$ cat src/tjmd_map.vh
// register offsets, opcodes, field positions and reset values of the jump/move decoder
`ifndef TJMD_MAP_VH
`define TJMD_MAP_VH

// ********************************************************************
// register byte offsets (12-bit bus address)
// ********************************************************************
`define TJMD_OFF_CMD 12'h000
`define TJMD_OFF_STATUS 12'h004
`define TJMD_OFF_PC 12'h008
`define TJMD_OFF_ACC 12'h00c
`define TJMD_OFF_FLAGS 12'h010
`define TJMD_OFF_WREG 12'h020
`define TJMD_OFF_WREG_END 12'h03c
`define TJMD_OFF_DMEM 12'h100
`define TJMD_OFF_DMEM_END 12'h1fc

// ********************************************************************
// field positions
// ********************************************************************
`define TJMD_ST_BUSY 0
`define TJMD_ST_TMRF 1
`define TJMD_ST_UF0 2
`define TJMD_ST_UF1 3
`define TJMD_ST_HFLAG 4
`define TJMD_ST_XPIN 5
`define TJMD_ST_ILLEGAL 6
`define TJMD_FL_UF0 0
`define TJMD_FL_UF1 1

// ********************************************************************
// reset values and bus responses
// ********************************************************************
`define TJMD_RST_PC 13'h0000
`define TJMD_RST_BYTE 8'h00
`define TJMD_RESP_OKAY 2'b00
`define TJMD_RESP_SLVERR 2'b10

// ********************************************************************
// opcodes: moves
// ********************************************************************
`define TJMD_OP_A_CURSOR 8'h9b
`define TJMD_OP_A_HOME 8'h9a
`define TJMD_OP_A_UPPER 8'he2
`define TJMD_OP_A_HPOS 8'h3f
`define TJMD_OP_A_VPOS 8'h3e
`define TJMD_OP_A_IRQ 8'h8c
`define TJMD_OP_A_STW 8'hc7
`define TJMD_OP_A_STAT 8'h9c
`define TJMD_OP_A_T 8'h42
`define TJMD_OP_A_IMM 8'h23
`define TJMD_OP_ATTR0_A 8'h3c
`define TJMD_OP_ATTR1_A 8'h3d
`define TJMD_OP_BAUD_A 8'h02
`define TJMD_OP_DSTART_A 8'h0d
`define TJMD_OP_CURSOR_A 8'h8b
`define TJMD_OP_HOME_A 8'h8a
`define TJMD_OP_A_WREG_HI 5'h1f
`define TJMD_OP_A_IND_HI 7'h78

// ********************************************************************
// opcodes: within-page jumps
// ********************************************************************
`define TJMD_OP_JMP_TCLR 8'h06
`define TJMD_OP_JMP_TSET 8'h16
`define TJMD_OP_JMP_AZ 8'hc6
`define TJMD_OP_JMP_ANZ 8'h96
`define TJMD_OP_JF0 8'hb6
`define TJMD_OP_JNF0 8'ha6
`define TJMD_OP_JF1 8'h76
`define TJMD_OP_JNF1 8'h66
`define TJMD_OP_JXI 8'h86
`define TJMD_OP_JNXI 8'h56

`endif

$ cat src/tjmd_core.v
// jump and move instruction decoder/executor with axi4-lite command port
`timescale 1ns/1ns
`default_nettype none
`include "tjmd_map.vh"
module tjmd_core (
	input wire mclk,
	input wire rst_n,
	input wire [11:0] s_axi_awaddr,
	input wire s_axi_awvalid,
	output wire s_axi_awready,
	input wire [31:0] s_axi_wdata,
	input wire [3:0] s_axi_wstrb,
	input wire s_axi_wvalid,
	output wire s_axi_wready,
	output wire [1:0] s_axi_bresp,
	output wire s_axi_bvalid,
	input wire s_axi_bready,
	input wire [11:0] s_axi_araddr,
	input wire s_axi_arvalid,
	output wire s_axi_arready,
	output wire [31:0] s_axi_rdata,
	output wire [1:0] s_axi_rresp,
	output wire s_axi_rvalid,
	input wire s_axi_rready,
	input wire timer_overflow_set,
	input wire external_interrupt_pin,
	input wire [15:0] cursor_address_reg,
	input wire [15:0] home_address_reg,
	input wire [6:0] horizontal_pen_position,
	input wire [4:0] vertical_pen_position,
	input wire [5:0] serial_status_latch,
	input wire [7:0] interrupt_pending_reg,
	input wire [7:0] program_status_word,
	input wire [7:0] timer_count,
	output reg cursor_wr_q,
	output reg home_wr_q,
	output reg display_memory_start_wr_q,
	output reg [15:0] pair_wdata_q,
	output reg attribute_latch_zero_wr_q,
	output reg attribute_latch_one_wr_q,
	output reg baud_select_wr_q,
	output reg [7:0] byte_wdata_q
);
	localparam [1:0] S_IDLE = 2'd0;
	localparam [1:0] S_EXEC = 2'd1;
	localparam [1:0] S_EXEC2 = 2'd2;
	localparam [1:0] S_MEMRD = 2'd3;

	// ****************************************************************
	// functions
	// ****************************************************************
	function [31:0] merge;
		input [31:0] old;
		input [31:0] nw;
		input [3:0] strb;
		integer i;
		begin
			merge = old;
			for (i = 0; i < 4; i = i + 1) begin
				if (strb[i]) begin
					merge[i*8 +: 8] = nw[i*8 +: 8];
				end
			end
		end
	endfunction

	function is_jump;
		input [7:0] op;
		begin
			case (op)
			`TJMD_OP_JMP_TCLR, `TJMD_OP_JMP_TSET, `TJMD_OP_JMP_AZ, `TJMD_OP_JMP_ANZ,
			`TJMD_OP_JF0, `TJMD_OP_JNF0, `TJMD_OP_JF1, `TJMD_OP_JNF1, `TJMD_OP_JXI,
			`TJMD_OP_JNXI: is_jump = 1'b1;
			default: is_jump = 1'b0;
			endcase
		end
	endfunction

	function jump_go;
		input [7:0] op;
		input tmr;
		input uf0;
		input uf1;
		input xpin;
		input [7:0] a;
		begin
			case (op)
			`TJMD_OP_JMP_TCLR: jump_go = ~tmr;
			`TJMD_OP_JMP_TSET: jump_go = tmr;
			`TJMD_OP_JMP_AZ: jump_go = (a == 8'h00);
			`TJMD_OP_JMP_ANZ: jump_go = (a != 8'h00);
			`TJMD_OP_JF0: jump_go = uf0;
			`TJMD_OP_JNF0: jump_go = ~uf0;
			`TJMD_OP_JF1: jump_go = uf1;
			`TJMD_OP_JNF1: jump_go = ~uf1;
			`TJMD_OP_JXI: jump_go = xpin;
			`TJMD_OP_JNXI: jump_go = ~xpin;
			default: jump_go = 1'b0;
			endcase
		end
	endfunction

	// ****************************************************************
	// state
	// ****************************************************************
	reg [1:0] state_q, state_d;
	reg [7:0] op_q, op_d;
	reg [7:0] arg_q, arg_d;
	reg [12:0] pc_q, pc_d;
	reg [7:0] acc_q, acc_d;
	reg [7:0] upper_accumulator_q, upper_accumulator_d;
	reg timer_overflow_flag_q, timer_overflow_flag_d;
	reg user_flag_zero_q, user_flag_zero_d;
	reg user_flag_one_q, user_flag_one_d;
	reg upper_flag_q, upper_flag_d;
	reg illegal_q, illegal_d;
	reg [63:0] working_register_q, working_register_d;
	reg cursor_wr_d, home_wr_d, display_memory_start_wr_d;
	reg attribute_latch_zero_wr_d, attribute_latch_one_wr_d, baud_select_wr_d;
	reg pin_meta_q, pin_sync_q;
	reg dmem_we;
	reg [31:0] rd_data;
	reg rd_ok;
	reg wr_ok;

	wire wr_en;
	wire [11:0] wr_addr;
	wire [31:0] wr_data;
	wire [3:0] wr_strb;
	wire [11:0] rd_addr;
	wire [7:0] dmem_rdata;
	wire [7:0] ind_ptr;
	wire [31:0] wr_acc;
	wire [31:0] wr_pc;
	wire [31:0] wr_flags;
	wire [31:0] wr_wreg;
	wire [31:0] wr_cmd;
	wire [5:0] wreg_bit;

	// ****************************************************************
	// bus front end and data memory
	// ****************************************************************
	tjmd_axil u_axil (
		.mclk(mclk),
		.rst_n(rst_n),
		.s_axi_awaddr(s_axi_awaddr),
		.s_axi_awvalid(s_axi_awvalid),
		.s_axi_awready(s_axi_awready),
		.s_axi_wdata(s_axi_wdata),
		.s_axi_wstrb(s_axi_wstrb),
		.s_axi_wvalid(s_axi_wvalid),
		.s_axi_wready(s_axi_wready),
		.s_axi_bresp(s_axi_bresp),
		.s_axi_bvalid(s_axi_bvalid),
		.s_axi_bready(s_axi_bready),
		.s_axi_araddr(s_axi_araddr),
		.s_axi_arvalid(s_axi_arvalid),
		.s_axi_arready(s_axi_arready),
		.s_axi_rdata(s_axi_rdata),
		.s_axi_rresp(s_axi_rresp),
		.s_axi_rvalid(s_axi_rvalid),
		.s_axi_rready(s_axi_rready),
		.wr_en(wr_en),
		.wr_addr(wr_addr),
		.wr_data(wr_data),
		.wr_strb(wr_strb),
		.wr_ok(wr_ok),
		.rd_addr(rd_addr),
		.rd_data(rd_data),
		.rd_ok(rd_ok)
	);

	// pointer is working register zero or one, chosen by opcode bit 0
	assign ind_ptr = working_register_q[{2'b00, op_q[0], 3'b000} +: 8];
	assign wreg_bit = {wr_addr[4:2], 3'b000};

	tjmd_dmem u_dmem (
		.mclk(mclk),
		.we(dmem_we),
		.waddr(wr_addr[7:2]),
		.wdata(wr_data[7:0]),
		.raddr(ind_ptr[5:0]),
		.rdata_q(dmem_rdata)
	);

	// ****************************************************************
	// register map decode
	// ****************************************************************
	assign wr_cmd = merge(32'h0000_0000, wr_data, wr_strb);
	assign wr_pc = merge({19'h00000, pc_q}, wr_data, wr_strb);
	assign wr_acc = merge({16'h0000, upper_accumulator_q, acc_q}, wr_data, wr_strb);
	assign wr_flags = merge({30'h0, user_flag_one_q, user_flag_zero_q}, wr_data, wr_strb);
	assign wr_wreg = merge({24'h000000, working_register_q[wreg_bit +: 8]}, wr_data, wr_strb);

	always @* begin
		rd_ok = 1'b1;
		rd_data = 32'h0000_0000;
		case (rd_addr)
		`TJMD_OFF_CMD: rd_data = {16'h0000, arg_q, op_q};
		`TJMD_OFF_STATUS: begin
			rd_data[`TJMD_ST_BUSY] = (state_q != S_IDLE);
			rd_data[`TJMD_ST_TMRF] = timer_overflow_flag_q;
			rd_data[`TJMD_ST_UF0] = user_flag_zero_q;
			rd_data[`TJMD_ST_UF1] = user_flag_one_q;
			rd_data[`TJMD_ST_HFLAG] = upper_flag_q;
			rd_data[`TJMD_ST_XPIN] = pin_sync_q;
			rd_data[`TJMD_ST_ILLEGAL] = illegal_q;
		end
		`TJMD_OFF_PC: rd_data = {19'h00000, pc_q};
		`TJMD_OFF_ACC: rd_data = {16'h0000, upper_accumulator_q, acc_q};
		`TJMD_OFF_FLAGS: rd_data = {30'h0, user_flag_one_q, user_flag_zero_q};
		default: begin
			if (rd_addr >= `TJMD_OFF_WREG && rd_addr <= `TJMD_OFF_WREG_END &&
			    rd_addr[1:0] == 2'b00) begin
				rd_data = {24'h000000, working_register_q[{rd_addr[4:2], 3'b000} +: 8]};
			end else if (rd_addr >= `TJMD_OFF_DMEM && rd_addr <= `TJMD_OFF_DMEM_END &&
			    rd_addr[1:0] == 2'b00) begin
				// data memory is write-only from the bus; its read port belongs to the core
				rd_data = 32'h0000_0000;
			end else begin
				rd_ok = 1'b0;
			end
		end
		endcase
	end

	always @* begin
		wr_ok = (wr_addr == `TJMD_OFF_CMD) || (wr_addr == `TJMD_OFF_STATUS) ||
		    (wr_addr == `TJMD_OFF_PC) || (wr_addr == `TJMD_OFF_ACC) ||
		    (wr_addr == `TJMD_OFF_FLAGS) ||
		    (wr_addr >= `TJMD_OFF_WREG && wr_addr <= `TJMD_OFF_WREG_END &&
		    wr_addr[1:0] == 2'b00) ||
		    (wr_addr >= `TJMD_OFF_DMEM && wr_addr <= `TJMD_OFF_DMEM_END &&
		    wr_addr[1:0] == 2'b00);
	end

	// ****************************************************************
	// decode and execute
	// ****************************************************************
	always @* begin
		state_d = state_q;
		op_d = op_q;
		arg_d = arg_q;
		pc_d = pc_q;
		acc_d = acc_q;
		upper_accumulator_d = upper_accumulator_q;
		timer_overflow_flag_d = timer_overflow_flag_q;
		user_flag_zero_d = user_flag_zero_q;
		user_flag_one_d = user_flag_one_q;
		upper_flag_d = upper_flag_q;
		illegal_d = illegal_q;
		working_register_d = working_register_q;
		cursor_wr_d = 1'b0;
		home_wr_d = 1'b0;
		display_memory_start_wr_d = 1'b0;
		attribute_latch_zero_wr_d = 1'b0;
		attribute_latch_one_wr_d = 1'b0;
		baud_select_wr_d = 1'b0;
		dmem_we = 1'b0;
		case (state_q)
		S_IDLE: begin
			// writes while busy are acknowledged but dropped, so the bus never races the core
			if (wr_en && wr_ok) begin
				if (wr_addr == `TJMD_OFF_CMD) begin
					op_d = wr_cmd[7:0];
					arg_d = wr_cmd[15:8];
					illegal_d = 1'b0;
					state_d = S_EXEC;
				end else if (wr_addr == `TJMD_OFF_PC) begin
					pc_d = wr_pc[12:0];
				end else if (wr_addr == `TJMD_OFF_ACC) begin
					acc_d = wr_acc[7:0];
					upper_accumulator_d = wr_acc[15:8];
				end else if (wr_addr == `TJMD_OFF_FLAGS) begin
					user_flag_zero_d = wr_flags[`TJMD_FL_UF0];
					user_flag_one_d = wr_flags[`TJMD_FL_UF1];
				end else if (wr_addr >= `TJMD_OFF_DMEM) begin
					dmem_we = 1'b1;
				end else if (wr_addr >= `TJMD_OFF_WREG) begin
					working_register_d[wreg_bit +: 8] = wr_wreg[7:0];
				end
			end
		end
		S_EXEC: begin
			state_d = S_IDLE;
			pc_d = pc_q + 13'd1;
			if (is_jump(op_q) || op_q == `TJMD_OP_A_IMM) begin
				// second cycle fetches the operand byte
				state_d = S_EXEC2;
				pc_d = pc_q;
			end else if (op_q[7:3] == `TJMD_OP_A_WREG_HI) begin
				acc_d = working_register_q[{op_q[2:0], 3'b000} +: 8];
			end else if (op_q[7:1] == `TJMD_OP_A_IND_HI) begin
				// memory read data is registered, so the load lands one edge later
				state_d = S_MEMRD;
				pc_d = pc_q;
			end else begin
				case (op_q)
				`TJMD_OP_A_CURSOR: begin
					{upper_accumulator_d, acc_d} = cursor_address_reg;
					upper_flag_d = (cursor_address_reg[15:8] != 8'h00);
				end
				`TJMD_OP_A_HOME: begin
					{upper_accumulator_d, acc_d} = home_address_reg;
					upper_flag_d = (home_address_reg[15:8] != 8'h00);
				end
				`TJMD_OP_CURSOR_A: cursor_wr_d = 1'b1;
				`TJMD_OP_HOME_A: home_wr_d = 1'b1;
				`TJMD_OP_DSTART_A: display_memory_start_wr_d = 1'b1;
				`TJMD_OP_A_UPPER: acc_d = upper_accumulator_q;
				`TJMD_OP_A_HPOS: acc_d = {1'b0, horizontal_pen_position};
				`TJMD_OP_A_VPOS: acc_d = {3'b000, vertical_pen_position};
				`TJMD_OP_A_STAT: acc_d = {2'b11, serial_status_latch};
				`TJMD_OP_A_IRQ: acc_d = interrupt_pending_reg;
				`TJMD_OP_A_STW: acc_d = program_status_word;
				`TJMD_OP_A_T: acc_d = timer_count;
				`TJMD_OP_ATTR0_A: attribute_latch_zero_wr_d = 1'b1;
				`TJMD_OP_ATTR1_A: attribute_latch_one_wr_d = 1'b1;
				`TJMD_OP_BAUD_A: baud_select_wr_d = 1'b1;
				default: begin
					illegal_d = 1'b1;
					pc_d = pc_q;
				end
				endcase
			end
		end
		S_EXEC2: begin
			state_d = S_IDLE;
			pc_d = pc_q + 13'd2;
			if (op_q == `TJMD_OP_A_IMM) begin
				acc_d = arg_q;
			end else begin
				if (jump_go(op_q, timer_overflow_flag_q, user_flag_zero_q, user_flag_one_q,
				    pin_sync_q, acc_q)) begin
					pc_d = {pc_q[12:8], arg_q};
				end
				// both timer jumps consume a set flag, one on fall-through, one on taken
				if ((op_q == `TJMD_OP_JMP_TCLR || op_q == `TJMD_OP_JMP_TSET) &&
				    timer_overflow_flag_q) begin
					timer_overflow_flag_d = 1'b0;
				end
			end
		end
		S_MEMRD: begin
			state_d = S_IDLE;
			acc_d = dmem_rdata;
			pc_d = pc_q + 13'd1;
		end
		default: state_d = S_IDLE;
		endcase
		// an overflow in the clearing cycle must not be lost
		if (timer_overflow_set) begin
			timer_overflow_flag_d = 1'b1;
		end
	end

	always @(posedge mclk) begin
		if (!rst_n) begin
			state_q <= S_IDLE;
			op_q <= `TJMD_RST_BYTE;
			arg_q <= `TJMD_RST_BYTE;
			pc_q <= `TJMD_RST_PC;
			acc_q <= `TJMD_RST_BYTE;
			upper_accumulator_q <= `TJMD_RST_BYTE;
			timer_overflow_flag_q <= 1'b0;
			user_flag_zero_q <= 1'b0;
			user_flag_one_q <= 1'b0;
			upper_flag_q <= 1'b0;
			illegal_q <= 1'b0;
			working_register_q <= 64'h0;
			pin_meta_q <= 1'b0;
			pin_sync_q <= 1'b0;
			cursor_wr_q <= 1'b0;
			home_wr_q <= 1'b0;
			display_memory_start_wr_q <= 1'b0;
			attribute_latch_zero_wr_q <= 1'b0;
			attribute_latch_one_wr_q <= 1'b0;
			baud_select_wr_q <= 1'b0;
			pair_wdata_q <= 16'h0000;
			byte_wdata_q <= `TJMD_RST_BYTE;
		end else begin
			state_q <= state_d;
			op_q <= op_d;
			arg_q <= arg_d;
			pc_q <= pc_d;
			acc_q <= acc_d;
			upper_accumulator_q <= upper_accumulator_d;
			timer_overflow_flag_q <= timer_overflow_flag_d;
			user_flag_zero_q <= user_flag_zero_d;
			user_flag_one_q <= user_flag_one_d;
			upper_flag_q <= upper_flag_d;
			illegal_q <= illegal_d;
			working_register_q <= working_register_d;
			pin_meta_q <= external_interrupt_pin;
			pin_sync_q <= pin_meta_q;
			cursor_wr_q <= cursor_wr_d;
			home_wr_q <= home_wr_d;
			display_memory_start_wr_q <= display_memory_start_wr_d;
			attribute_latch_zero_wr_q <= attribute_latch_zero_wr_d;
			attribute_latch_one_wr_q <= attribute_latch_one_wr_d;
			baud_select_wr_q <= baud_select_wr_d;
			// write data stand with the strobe and hold until the next move
			if (cursor_wr_d || home_wr_d || display_memory_start_wr_d) begin
				pair_wdata_q <= {upper_accumulator_q, acc_q};
			end
			if (attribute_latch_zero_wr_d || attribute_latch_one_wr_d || baud_select_wr_d) begin
				byte_wdata_q <= acc_q;
			end
		end
	end
endmodule
`default_nettype wire

$ cat src/tjmd_dmem.v
// 64 x 8 data memory with registered read data
`timescale 1ns/1ns
`default_nettype none
module tjmd_dmem (
	input wire mclk,
	input wire we,
	input wire [5:0] waddr,
	input wire [7:0] wdata,
	input wire [5:0] raddr,
	output reg [7:0] rdata_q
);
	reg [7:0] mem [0:63];

	always @(posedge mclk) begin
		if (we) begin
			mem[waddr] <= wdata;
		end
		rdata_q <= mem[raddr];
	end
endmodule
`default_nettype wire

$ cat src/tjmd_axil.v
// axi4-lite slave front end: holds address and data, hands the core one write and one read at a time, which may coincide
`timescale 1ns/1ns
`default_nettype none
`include "tjmd_map.vh"
module tjmd_axil (
	input wire mclk,
	input wire rst_n,
	input wire [11:0] s_axi_awaddr,
	input wire s_axi_awvalid,
	output wire s_axi_awready,
	input wire [31:0] s_axi_wdata,
	input wire [3:0] s_axi_wstrb,
	input wire s_axi_wvalid,
	output wire s_axi_wready,
	output wire [1:0] s_axi_bresp,
	output wire s_axi_bvalid,
	input wire s_axi_bready,
	input wire [11:0] s_axi_araddr,
	input wire s_axi_arvalid,
	output wire s_axi_arready,
	output wire [31:0] s_axi_rdata,
	output wire [1:0] s_axi_rresp,
	output wire s_axi_rvalid,
	input wire s_axi_rready,
	output wire wr_en,
	output wire [11:0] wr_addr,
	output wire [31:0] wr_data,
	output wire [3:0] wr_strb,
	input wire wr_ok,
	output wire [11:0] rd_addr,
	input wire [31:0] rd_data,
	input wire rd_ok
);
	reg aw_held_q;
	reg w_held_q;
	reg [11:0] awaddr_q;
	reg [31:0] wdata_q;
	reg [3:0] wstrb_q;
	reg bvalid_q;
	reg [1:0] bresp_q;
	reg ar_pend_q;
	reg [11:0] araddr_q;
	reg rvalid_q;
	reg [31:0] rdata_q;
	reg [1:0] rresp_q;

	// no new address is taken while a response is still waiting
	assign s_axi_awready = ~aw_held_q & ~bvalid_q;
	assign s_axi_wready = ~w_held_q & ~bvalid_q;
	assign s_axi_arready = ~ar_pend_q & ~rvalid_q;
	assign s_axi_bvalid = bvalid_q;
	assign s_axi_bresp = bresp_q;
	assign s_axi_rvalid = rvalid_q;
	assign s_axi_rdata = rdata_q;
	assign s_axi_rresp = rresp_q;
	assign wr_en = aw_held_q & w_held_q & ~bvalid_q;
	assign wr_addr = awaddr_q;
	assign wr_data = wdata_q;
	assign wr_strb = wstrb_q;
	assign rd_addr = araddr_q;

	always @(posedge mclk) begin
		if (!rst_n) begin
			aw_held_q <= 1'b0;
			w_held_q <= 1'b0;
			awaddr_q <= 12'h000;
			wdata_q <= 32'h0000_0000;
			wstrb_q <= 4'h0;
			bvalid_q <= 1'b0;
			bresp_q <= `TJMD_RESP_OKAY;
			ar_pend_q <= 1'b0;
			araddr_q <= 12'h000;
			rvalid_q <= 1'b0;
			rdata_q <= 32'h0000_0000;
			rresp_q <= `TJMD_RESP_OKAY;
		end else begin
			if (s_axi_awvalid && s_axi_awready) begin
				aw_held_q <= 1'b1;
				awaddr_q <= s_axi_awaddr;
			end
			if (s_axi_wvalid && s_axi_wready) begin
				w_held_q <= 1'b1;
				wdata_q <= s_axi_wdata;
				wstrb_q <= s_axi_wstrb;
			end
			if (wr_en) begin
				aw_held_q <= 1'b0;
				w_held_q <= 1'b0;
				bvalid_q <= 1'b1;
				bresp_q <= wr_ok ? `TJMD_RESP_OKAY : `TJMD_RESP_SLVERR;
			end else if (bvalid_q && s_axi_bready) begin
				bvalid_q <= 1'b0;
			end
			if (s_axi_arvalid && s_axi_arready) begin
				ar_pend_q <= 1'b1;
				araddr_q <= s_axi_araddr;
			end
			if (ar_pend_q) begin
				ar_pend_q <= 1'b0;
				rvalid_q <= 1'b1;
				rdata_q <= rd_ok ? rd_data : 32'h0000_0000;
				rresp_q <= rd_ok ? `TJMD_RESP_OKAY : `TJMD_RESP_SLVERR;
			end else if (rvalid_q && s_axi_rready) begin
				rvalid_q <= 1'b0;
			end
		end
	end
endmodule
`default_nettype wire

$ cat config.mk
export PLATFORM = sky130hd
export DESIGN_NAME = tjmd_core
export DESIGN_NICKNAME = d
export VERILOG_FILES = /design/src/tjmd_core.v /design/src/tjmd_dmem.v /design/src/tjmd_axil.v
export VERILOG_INCLUDE_DIRS = /design/src /design/src/src
export SDC_FILE = /design/constraint.sdc
export NUM_CORES = 1
export LEC_CHECK = 0
export BUFFER_PORTS_ARGS = -buffer_cell sky130_fd_sc_hd__buf_2
export CAP_MARGIN = 20
export CELL_PAD_IN_SITES_DETAIL_PLACEMENT = 0
export CELL_PAD_IN_SITES_GLOBAL_PLACEMENT = 2
export CORE_MARGIN = 1
export CORE_UTILIZATION = 43
export CTS_CLUSTER_SIZE = 20
export DETAILED_ROUTE_END_ITERATION = 12
export PLACE_DENSITY_LB_ADDON = 0.1
export SYNTH_ARGS = -nofsm -noshare
export SYNTH_HDL_FRONTEND = slang
export SYNTH_SLANG_ARGS = --single-unit
$ cat constraint.sdc
create_clock -name mclk -period 4.2 [get_ports mclk]
set_clock_uncertainty 0.05 [all_clocks]
set_input_delay 0.21 -clock mclk [delete_from_list [all_inputs] [get_ports mclk]]
set_output_delay 0.21 -clock mclk [all_outputs]
set_load 0.05 [all_outputs]
==> results of run 1 <==
-- synth_stat cells, types with 13 or more instances --
cell type and number:
edfxtp_1 512, nand2_1 263, dfxtp_1 221, nor2_1 213, mux2i_1 173, mux4_2 164, clkbuf_1 117, a21oi_1 106
o22ai_1 73, nand3_1 63, o21ai_0 55, nor3_1 29, buf_2 23, a22oi_1 22, a31oi_1 22, nand4_1 22
mux2_2 21, buf_1 20, inv_1 20, buf_4 18, a211o_1 13, a211oi_1 13, and2_1 13, nand2b_1 13
nor4_1 13
-- state kept, by name, indices dropped and copies added (netlist names), 12 cells and up --
| register | cells |
|---|---|
| u_axil.rd_addr | 12 |
| pc_q | 13 |
| u_dmem.mem | 512 |
| u_axil.s_axi_rdata | 16 |
| u_axil.wr_data | 16 |
| pair_wdata_q | 16 |
| u_axil.wr_addr | 12 |
| working_register_q | 64 |
-- worst min-delay path by stage --
stage	from	end	slack, ps	depth (start not counted)
after floorplan	timer_overflow_set	timer_overflow_flag_q$_SDFFE_PN0P_	280	2
after global placement	external_interrupt_pin	pin_meta_q$_SDFF_PN0_	380	2
after detailed placement	external_interrupt_pin	pin_meta_q$_SDFF_PN0_	380	2
after CTS	cursor_address_reg[10]	upper_accumulator_q[2]$_SDFFE_PN0P_	3	4
after global routing	home_address_reg[13]	upper_accumulator_q[5]$_SDFFE_PN0P_	20	4
final	cursor_address_reg[10]	upper_accumulator_q[2]$_SDFFE_PN0P_	30	4
-- power by group --
group / switching (uW) / internal (uW) / leakage [uW] / total (uW)
registers: 88.2 / 7780 / 0.00637 / 7870
logic: 493 / 207 / 0.00488 / 700
clock network: 2970 / 4220 / 0.00129 / 7190
-- stage by stage --
stage	setup WS (ps)	cells
global placement	879	3500
global route	478	3692
detailed placement	803	3500
floorplan	1230	2421
CTS	731	3692
finish	749	3692
-- worst max-delay path: cells and delay by family (launching register included) --
kind            cells  cell delay (ps)
simple gates        4             1880
flops               1              400
fa+ha+maj           1              300
compound gates      2              290
buf+inv             1              150
-- cell families after synthesis --
family / share of synthesized area, %
compound gates: 7.31
xor+xnor: 0.244
fa+ha+maj: 0.272
buf+inv: 2.78
flops: 61.4
mux: 17.6
other cells: 0.0116
simple gates: 10.4
-- per-layer routing --
| metal | share of wire (%) | global-route usage, % | vias to the layer above |
|---|---|---|---|
| li1 | - | - | 9764 |
| met1 | 43 | 33.8 | 10901 |
| met2 | 49 | 42.3 | 730 |
| met3 | 5.3 | 3.21 | 153 |
| met4 | 3.0 | 7.97 | 0 |
| met5 | 0 | 0 | - |
-- what timing repair did --
item | CTS | global route
endpoints found under the setup margin | 0 | 0
hold endpoints to repair | 50 | 0
hold buffers | 52 | 0
-- cell usage in the layout, fill, tap and decap left out, types with 11 or more instances in the layout --
| cell type | Yosys | final |
|---|---|---|
| clkbuf_16 | 0 | 79 |
| edfxtp_1 | 512 | 512 |
| mux4_2 | 164 | 164 |
| nand4_1 | 22 | 22 |
| clkbuf_1 | 117 | 17 |
| mux2i_1 | 173 | 171 |
| dfxtp_2 | 0 | 12 |
| a221oi_1 | 11 | 11 |
| nor2_1 | 213 | 212 |
| a211oi_1 | 13 | 12 |
| nor4_1 | 13 | 13 |
| and3_1 | 11 | 11 |
| a211o_1 | 13 | 13 |
| a22oi_1 | 22 | 22 |
| o22ai_1 | 73 | 73 |
| a21oi_1 | 106 | 106 |
| or3_1 | 12 | 12 |
| buf_2 | 23 | 176 |
| nand2_1 | 263 | 263 |
| nand2b_1 | 13 | 13 |
| dlygate4sd3_1 | 0 | 52 |
| conb_1 | 1 | 18 |
| clkinv_1 | 3 | 13 |
| and2_1 | 13 | 13 |
| a31oi_1 | 22 | 22 |
| o21ai_0 | 55 | 55 |
| buf_4 | 18 | 109 |
| nor3_1 | 29 | 29 |
| mux2_2 | 21 | 21 |
| nand3_1 | 63 | 63 |
| dfxtp_1 | 221 | 209 |
| inv_1 | 20 | 19 |
-- final cells by class --
type / instances / area share [%]
repair buffers: 344 / 6.24
flip-flops and latches: 733 / 52.4
clock buffers: 102 / 5.62
clock inverters: 38 / 1.44
well taps: 969 / 3.21
multi-input cells: 1483 / 30.8
inverters: 23 / 0.235
==> impl_metrics.py, run 1 <==
metrics = {
    "yosys": {
        "ys.warnings.count": 0,
        "synth_top_area_share_pct": 47.7,
        "avgSynthCellArea_sq_um": 13.4,
        "synth-seq-cells": 733,
        "ys_seq_area_share_pct": 61.4,
        "ys.flop_type": "edfxtp_1",
        "synth-async-reset-ratio_pct": 0,
        "ys_types": 77,
        "synth_area_sq_mm": 0.0323,
        "ys_top_cells_by_area": "edfxtp_1 48%, dfxtp_1 14%, mux4_2 11%",
        "yosys.area.top_type": "edfxtp_1",
        "synth_edf_count": 512,
        "synthCells": 2404,
    },
    "timing": {
        "worst_pin_slew_ps": 1060,
        "finalSetupTns_ps": 0,
        "post-route-min-period_ps": 3450,
        "setup_viol": 0,
        "timing.fmax_mhz": 290,
        "drv_slew": 0,
        "slew_headroom_pct": 29.2,
        "period_share_pct": 82.2,
        "rsz0062_at_grt": "no",
        "hold_violations": 0,
        "holdWs_ps": 26.3,
    },
    "place": {
        "portBuffers": 177,
        "hpwl_microns": 66800,
        "place_area_sq_mm": 0.0346,
        "gp_congestion": 0.855,
    },
    "die": {
        "num_rows": 100,
        "die_y_microns": 276,
        "core_sq_mm": 0.0743,
        "io_pins": 214,
        "initial_core_util_pct": 43.4,
        "dieArea_sq_mm": 0.0761,
        "dieWidth_microns": 276,
    },
    "power_and_ir_drop": {
        "power.density_mw_per_mm2": 417,
        "power.total_uw": 15800,
        "vdd_drop_max_uv": 368,
        "p_leak_uw": 0.0125,
    },
    "outcome": {
        "status": "finished, final reports clean",
    },
    "detailed_routing": {
        "vias_per_cell": 5.84,
        "drtIter0Drc": 1790,
        "num_vias": 21548,
        "routed_wirelength_microns": 96300,
        "wl_per_cell_microns": 26.1,
        "drc": 0,
        "first_pass_iters": 6,
        "final_antenna_net_count": 0,
    },
    "finish": {
        "drive_gt1_share_pct": 23.2,
        "area_growth_pct": 17.2,
        "regArea_sq_mm": 0.0198,
        "fin_nets": 2814,
        "utilization_pct": 50.9,
        "multi_input_area_sq_mm": 0.0117,
        "fillers": 6418,
        "antenna_cells": 0,
        "design_area_sq_mm": 0.0378,
    },
    "global_routing": {
        "grt_usage_pct": 25.1,
        "grt_pass1_wl_microns": 139000,
        "first_global_vias": 20968,
        "antenna_found_initial": 1,
        "grt_max_degree": 67,
        "grt_overflow_total": 0,
    },
    "cts": {
        "cts_resized": 0,
        "clk_latency_ps": 650,
        "cts_buffers": 79,
        "clock-root-buffer": "clkbuf_16",
        "cts_tree": "done",
        "cts_setup_buffers": 0,
        "ctsHtreeMaxLevel": 3,
        "cts.clk_slew.worst_paths_ps": 60,
        "clock_path_buffers": 3,
        "cts.sinks": 733,
    },
    "setup_path": {
        "max_stage_delay_ps": 700,
        "worst_setup_path_start_kind": "flop",
        "critPathMaxFanout": 10,
        "cp_slowest_cell": "nor3_1",
        "worstSetupEndpoint": "u_dmem.mem[30][7]$_DFFE_PP_",
        "crit_path_end_kind": "flop",
        "worstPathRequired_ps": 4420,
        "cp.arrival_ps": 3670,
        "crit_path_start": "u_axil.wr_addr[3]$_SDFFE_PN0P_",
        "regToRegEndpoint": "u_dmem.mem[30][7]$_DFFE_PP_",
        "rr_startpoint": "u_axil.wr_addr[3]$_SDFFE_PN0P_",
        "crit_path_cell_trace": "inv_1 > ha_1 > o21bai_1 > a211oi_1 > nor3_1 > nand2_1 > or2_2 > nor2_1",
        "ff2ff_setup_slack_ps": 750,
        "r2r_cells": 8,
        "worstSetupPathType": "reg2reg",
    },
    "worst_hold_path": {
        "min_path_type": "in2reg",
    },
    "run": {
        "drv_cap": 0,
    },
}
No activity file was read; power rests on OpenSTA's default activity.
==> inputs of run 2 (changes only) <==
- clock period: 4.2 -> 3.6 ns (I/O delays scaled with it)
==> run 2 against run 1 <==
Compared with the run above: via count is 0.39% higher; wire length is 2.1% higher; total power is 16% higher; combinational power is 16% higher; fmax is 5.2% higher; count of clock-buffer cells in the layout is 9 higher; register-to-register slack worse by 430 ps; final area is 1.1% higher; die area stayed put; final cell count is 1.6% higher; sequential power is 17% higher; flip-flop and latch count stayed put.
==> impl_metrics.py, run 2 (same netlist as run 1, synthesis figures left out) <==
metrics = {
    "die": {
        "initial_core_util_pct": 43.4,
        "die_y_microns": 276,
        "num_rows": 100,
        "dieArea_sq_mm": 0.0761,
        "core_sq_mm": 0.0743,
        "io_pins": 214,
        "dieWidth_microns": 276,
    },
    "setup_path": {
        "crit_path_end_kind": "flop",
        "cp_top_family": "multiplexers",
        "cp_slowest_cell": "mux4_2",
        "critPathMaxFanout": 31,
        "regToRegEndpoint": "u_dmem.rdata_q[4]$_DFF_P_",
        "worst_setup_path_start_kind": "flop",
        "cp.arrival_ps": 3680,
        "crit_path_cell_trace": "mux2i_4 > buf_12 > buf_12 > mux4_2 > mux2i_1 > o22ai_1 > or4_1",
        "max_stage_delay_ps": 590,
        "critPathBufInv": 2,
        "cp_common_cell": "buf_12",
        "ff2ff_setup_slack_ps": 320,
        "worstSetupPathType": "reg2reg",
        "worstPathRequired_ps": 4000,
        "rr_startpoint": "op_q[0]$_SDFFE_PN0P_",
        "r2r_cells": 7,
    },
    "timing": {
        "post-route-min-period_ps": 3280,
        "slew_headroom_pct": 24.5,
        "setup_viol": 0,
        "period_share_pct": 91.1,
        "holdWs_ps": 28.7,
        "hold_violations": 0,
        "rsz0062_at_grt": "no",
        "finalSetupTns_ps": 0,
        "worst_pin_slew_ps": 1130,
        "timing.fmax_mhz": 305,
        "drv_slew": 0,
    },
    "power_and_ir_drop": {
        "switchingPower_uw": 4150,
        "p_sw_share_pct": 22.7,
        "combPwrFrac_pct": 4.5,
        "seq_power_share_pct": 50.4,
        "p_int_uw": 14100,
        "power.density_mw_per_mm2": 478,
        "clkPwrFrac_pct": 45.1,
        "p_leak_uw": 0.0128,
        "vdd_drop_max_uv": 450,
    },
    "global_routing": {
        "antenna_found_initial": 3,
        "grt_max_degree": 67,
        "grt_pass1_wl_microns": 143000,
        "grt_overflow_total": 0,
        "grt_usage_pct": 25.7,
        "first_global_vias": 21374,
    },
    "finish": {
        "multi_input_area_sq_mm": 0.0117,
        "utilization_pct": 51.4,
        "final_common_cell": "edfxtp_1",
        "largest_reg_flops": 512,
        "reg_top3": "u_dmem.mem x512, working_register_q x64",
        "regArea_sq_mm": 0.0198,
        "area_growth_pct": 18.5,
        "final_cell_mix": "512 x edfxtp_1, 263 x nand2_1, 212 x nor2_1, 209 x dfxtp_1, 176 x buf_2",
        "fillers": 6438,
        "fin_nets": 2865,
        "largest_register": "u_dmem.mem",
        "drive_gt1_share_pct": 24.4,
    },
    "cts": {
        "cts_setup_buffers": 0,
        "ctsHtreeMaxLevel": 3,
        "cts.sinks": 733,
        "cts_tree": "done",
        "clk_latency_ps": 640,
        "cts_buffers": 82,
        "clock-root-buffer": "clkbuf_16",
        "cts.clk_slew.worst_paths_ps": 60,
        "clock_path_buffers": 3,
    },
    "detailed_routing": {
        "drtIter0Drc": 1750,
        "final_antenna_net_count": 0,
        "wl_per_cell_microns": 26.2,
        "drc": 0,
        "vias_per_cell": 5.77,
        "first_pass_iters": 6,
        "num_vias": 21631,
        "routed_wirelength_microns": 98300,
    },
    "worst_hold_path": {
        "hold_depth": 4,
        "min_path_type": "in2reg",
        "min_to": "upper_accumulator_q[4]$_SDFFE_PN0P_",
        "hold_start": "cursor_address_reg[12]",
    },
    "place": {
        "portBuffers": 177,
        "hpwl_microns": 68000,
        "gp_congestion": 0.869,
    },
    "run": {
        "drv_cap": 0,
    },
    "outcome": {
        "status": "finished, final reports clean",
    },
}
==> run 2: cell count changes in the layout (fill, tap and decap cells not counted), sizes merged <==
cell,change
clkinv,+6
clkbuf,+9
clkinvlp,+1
inv,-2
dlygate4sd3,+5
bufinv,-5
diode,+1
buf,+43
==> run 2: worst register-to-register path: cells and delay by family, from the launching register on <==
kind | cells | cell delay (ps)
AOI/OAI and AO/OA | 1 | 250
buffers and inverters | 2 | 570
DFF | 1 | 460
muxes | 3 | 1190
and+or+nand+nor | 1 | 600
==> run 2: through the flow <==
stage          cell area, sq um  std cells  setup WS (ps)  power (uW)
4_1_cts                   38200       3749            367       18400
6_report                  38200       3750            319       18200
5_1_grt                   38200       3749            205       18800
3_3_place_gp              35000       3543            417       10100
3_5_place_dp              35000       3543            430       10200
2_1_floorplan             32300       2421            629        9760
==> run 2: worst max path at each step <==
stage,startpoint,end,depth (start not counted)
global route,op_q[4]$_SDFFE_PN0P_,upper_accumulator_q[2]$_SDFFE_PN0P_,7
detailed placement,op_q[0]$_SDFFE_PN0P_,u_dmem.rdata_q[4]$_DFF_P_,7
CTS,op_q[4]$_SDFFE_PN0P_,upper_accumulator_q[2]$_SDFFE_PN0P_,7
global placement,op_q[0]$_SDFFE_PN0P_,u_dmem.rdata_q[3]$_DFF_P_,7
finish,op_q[0]$_SDFFE_PN0P_,u_dmem.rdata_q[4]$_DFF_P_,7
floorplan,u_axil.wr_addr[3]$_SDFFE_PN0P_,u_dmem.mem[17][0]$_DFFE_PP_,10
==> run 2: metal layers <==
metal  part of all wire [%]  GRT usage, %
met5                      0             0
met4                    2.7          7.69
met3                    5.4          3.38
met2                     48          42.6
met1                     43          35.3
==> run 2: cell type report <==
cell class | instances | share of cell area [%]
clock inverters | 38 | 1.04
flip-flops and latches | 733 | 51.9
inverters | 23 | 0.232
diodes | 1 | 0.00655
multi-input cells | 1483 | 30.5
clock buffers | 111 | 5.89
repair buffers | 392 | 7.28
well taps | 969 | 3.17
==> run 2: power groups by stage <==
stage                     clock network [uW]  logic, uW  registers (uW)
after global routing                    8750        873            9200
after detailed placement                   0        772            9380
final                                   8230        815            9200
after floorplan                            0        412            9350
after global placement                     0        759            9370
after CTS                               8400        821            9200
==> run 2: repair_timing <==
action / in CTS / in global routing
hold buffers: 57 / 0
endpoints found under the setup margin: 0 / 0
hold endpoints to repair: 52 / 0
gates resized for setup: 0 / 0
==> inputs of run 3 (changes only) <==
- BUFFER_PORTS_ARGS: -buffer_cell sky130_fd_sc_hd__buf_2 -> not set
- CORE_UTILIZATION: 43 -> 25
- DONT_BUFFER_PORTS: not set -> 1
==> run 3 against run 2 <==
Compared with the run above: global-route usage shrank 7.7 points; critical path depth unchanged; first-iteration DRC count decreased by 13%; final area up 3.5%; total power grew 3.9%; flip-flop and latch count did not move; critical endpoint is now upper_flag_q$_SDFFE_PN0P_; largest power group unchanged; highest routed layer is now met5.
==> impl_metrics.py, run 3 (same netlist as run 1, synthesis figures left out) <==
metrics = {
    "power_and_ir_drop": {
        "p_leak_uw": 0.0126,
        "vdd_drop_max_uv": 352,
        "power.density_mw_per_mm2": 479,
    },
    "detailed_routing": {
        "final_antenna_net_count": 0,
        "num_vias": 21622,
        "drtIter0Drc": 1518,
        "vias_per_cell": 4.93,
        "wl_per_cell_microns": 27.1,
        "first_pass_iters": 5,
        "routed_wirelength_microns": 119000,
        "drc": 0,
    },
    "timing": {
        "finalSetupTns_ps": 0,
        "timing.fmax_mhz": 284,
        "drv_slew": 0,
        "rsz0062_at_grt": "no",
        "hold_violations": 0,
        "post-route-min-period_ps": 3520,
        "worst_pin_slew_ps": 997,
        "period_share_pct": 97.6,
        "slew_headroom_pct": 33.3,
        "setup_viol": 0,
    },
    "global_routing": {
        "grt_usage_pct": 18.1,
        "grt_pass1_wl_microns": 169000,
        "grt_overflow_total": 0,
        "grt_max_degree": 107,
        "first_global_vias": 22329,
        "antenna_found_initial": 9,
    },
    "cts": {
        "cts.sinks": 733,
        "cts_setup_buffers": 0,
        "clock_path_buffers": 3,
        "ctsHtreeMaxLevel": 3,
        "cts_buffers": 90,
        "cts.clk_slew.worst_paths_ps": 60,
        "cts_tree": "done",
        "hold_buffers": 148,
        "clk_latency_ps": 710,
        "cts_resized": 0,
        "clock-root-buffer": "clkbuf_16",
    },
    "setup_path": {
        "cp_top_family": "simple AND/OR/NAND/NOR gates",
        "cp.depth": 7,
        "max_stage_delay_ps": 680,
        "worstSetupPathType": "reg2reg",
        "cp_slowest_cell": "or4b_4",
        "cp.arrival_ps": 4050,
        "cp_common_cell": "dlygate4sd3_1",
        "worstPathRequired_ps": 4140,
        "critPathBufInv": 2,
        "worst_setup_path_start_kind": "flop",
        "critPathMaxFanout": 19,
        "crit_path_end_kind": "flop",
        "crit_path_cell_trace": "or4b_4 > or3_1 > nand3_1 > dlygate4sd3_1 > nand4_1 > dlygate4sd3_1 > a21oi_1",
        "r2r_cells": 7,
    },
    "die": {
        "num_rows": 131,
        "initial_core_util_pct": 25.3,
        "dieWidth_microns": 361,
        "dieArea_sq_mm": 0.130,
        "die_y_microns": 361,
        "io_pins": 214,
        "core_sq_mm": 0.128,
    },
    "place": {
        "hpwl_microns": 83200,
        "gp_congestion": 0.816,
        "portBuffers": 0,
        "place_inst": 4072,
        "place_area_sq_mm": 0.0351,
    },
    "worst_hold_path": {
        "min_path_type": "in2reg",
        "hold_depth": 3,
    },
    "finish": {
        "layout.cells.non_filler": 4384,
        "largest_reg_flops": 512,
        "largest_register": "u_dmem.mem",
        "regArea_sq_mm": 0.0198,
        "final_common_cell": "edfxtp_1",
        "fin_nets": 2801,
        "final_cell_mix": "512 x edfxtp_1, 263 x nand2_1, 211 x nor2_1, 209 x dfxtp_1, 171 x mux2i_1",
        "design_area_sq_mm": 0.0395,
        "multi_input_area_sq_mm": 0.0117,
        "area_growth_pct": 22.6,
        "reg_top3": "u_dmem.mem x512, working_register_q x64",
        "fillers": 12781,
        "drive_gt1_share_pct": 19.4,
    },
    "outcome": {
        "status": "finished, final reports clean",
    },
    "run": {
        "drv_cap": 0,
    },
}
-- run 3: cell types whose count changed in the layout (fill, tap and decap cells not counted), sizes merged --
cell         before  now
buf             335  173
dlygate4sd3      57  147
clkbuf          111  120
clkinv           31   34
diode             1    3
clkinvlp          3    2
-- run 3: area by class of cell --
type	instances	area share, %
clock inverter	40	1.10
clock buffer	120	6.16
sequential	733	50.1
antenna	3	0.0190
inverter	23	0.225
multi-input combinational	1483	29.5
tap	1662	5.26
timing repair buffer	320	7.59
-- run 3: per-layer routing --
metal  vias to the layer above  track usage, %  share of wire, %
met3                       177            3.56               5.4
li1                       9738               -                 -
met5                         -               0             0.025
met4                         6            5.52               2.9
met1                     11082            23.9                45
met2                       619            29.7                47
-- run 3: worst paths after layout --
kind | slack [ps] | endpoint | start
worst min register to register | 420 | u_axil.wr_addr[11]$_SDFFE_PN0P_ | u_axil.wr_addr[11]$_SDFFE_PN0P_
worst min-delay path | 10 | upper_accumulator_q[5]$_SDFFE_PN0P_ | cursor_address_reg[13]
worst max-delay path | 80 | upper_flag_q$_SDFFE_PN0P_ | op_q[5]$_SDFFE_PN0P_
worst max register to register | 80 | upper_flag_q$_SDFFE_PN0P_ | op_q[5]$_SDFFE_PN0P_
-- run 3: per-stage QoR --
stage | hold slack (ps) | worst slack, ps | utilization (%) | power (uW)
global route | 35.2 | 1.52 | 31.0 | 19600
detailed placement | 261 | 324 | 27.5 | 10100
floorplan | 247 | 629 | - | 9760
CTS | 4.01 | 83.5 | 30.9 | 19300
global placement | 255 | 398 | 27.5 | 10100
finish | 9.90 | 84.9 | 31.0 | 19000
-- run 3: power breakdown --
part	switching, uW	internal [uW]
clock network	3730	5130
registers	104	9080
logic	619	290
total	4450	14500
-- run 3: worst register-to-register path, delay by kind of cell, from the launching register on --
kind,cells,cell delay (ps)
buffers and inverters,2,1160
flip-flops,1,520
AND/OR/NAND/NOR,4,1550
AO/OA/AOI/OAI,1,130
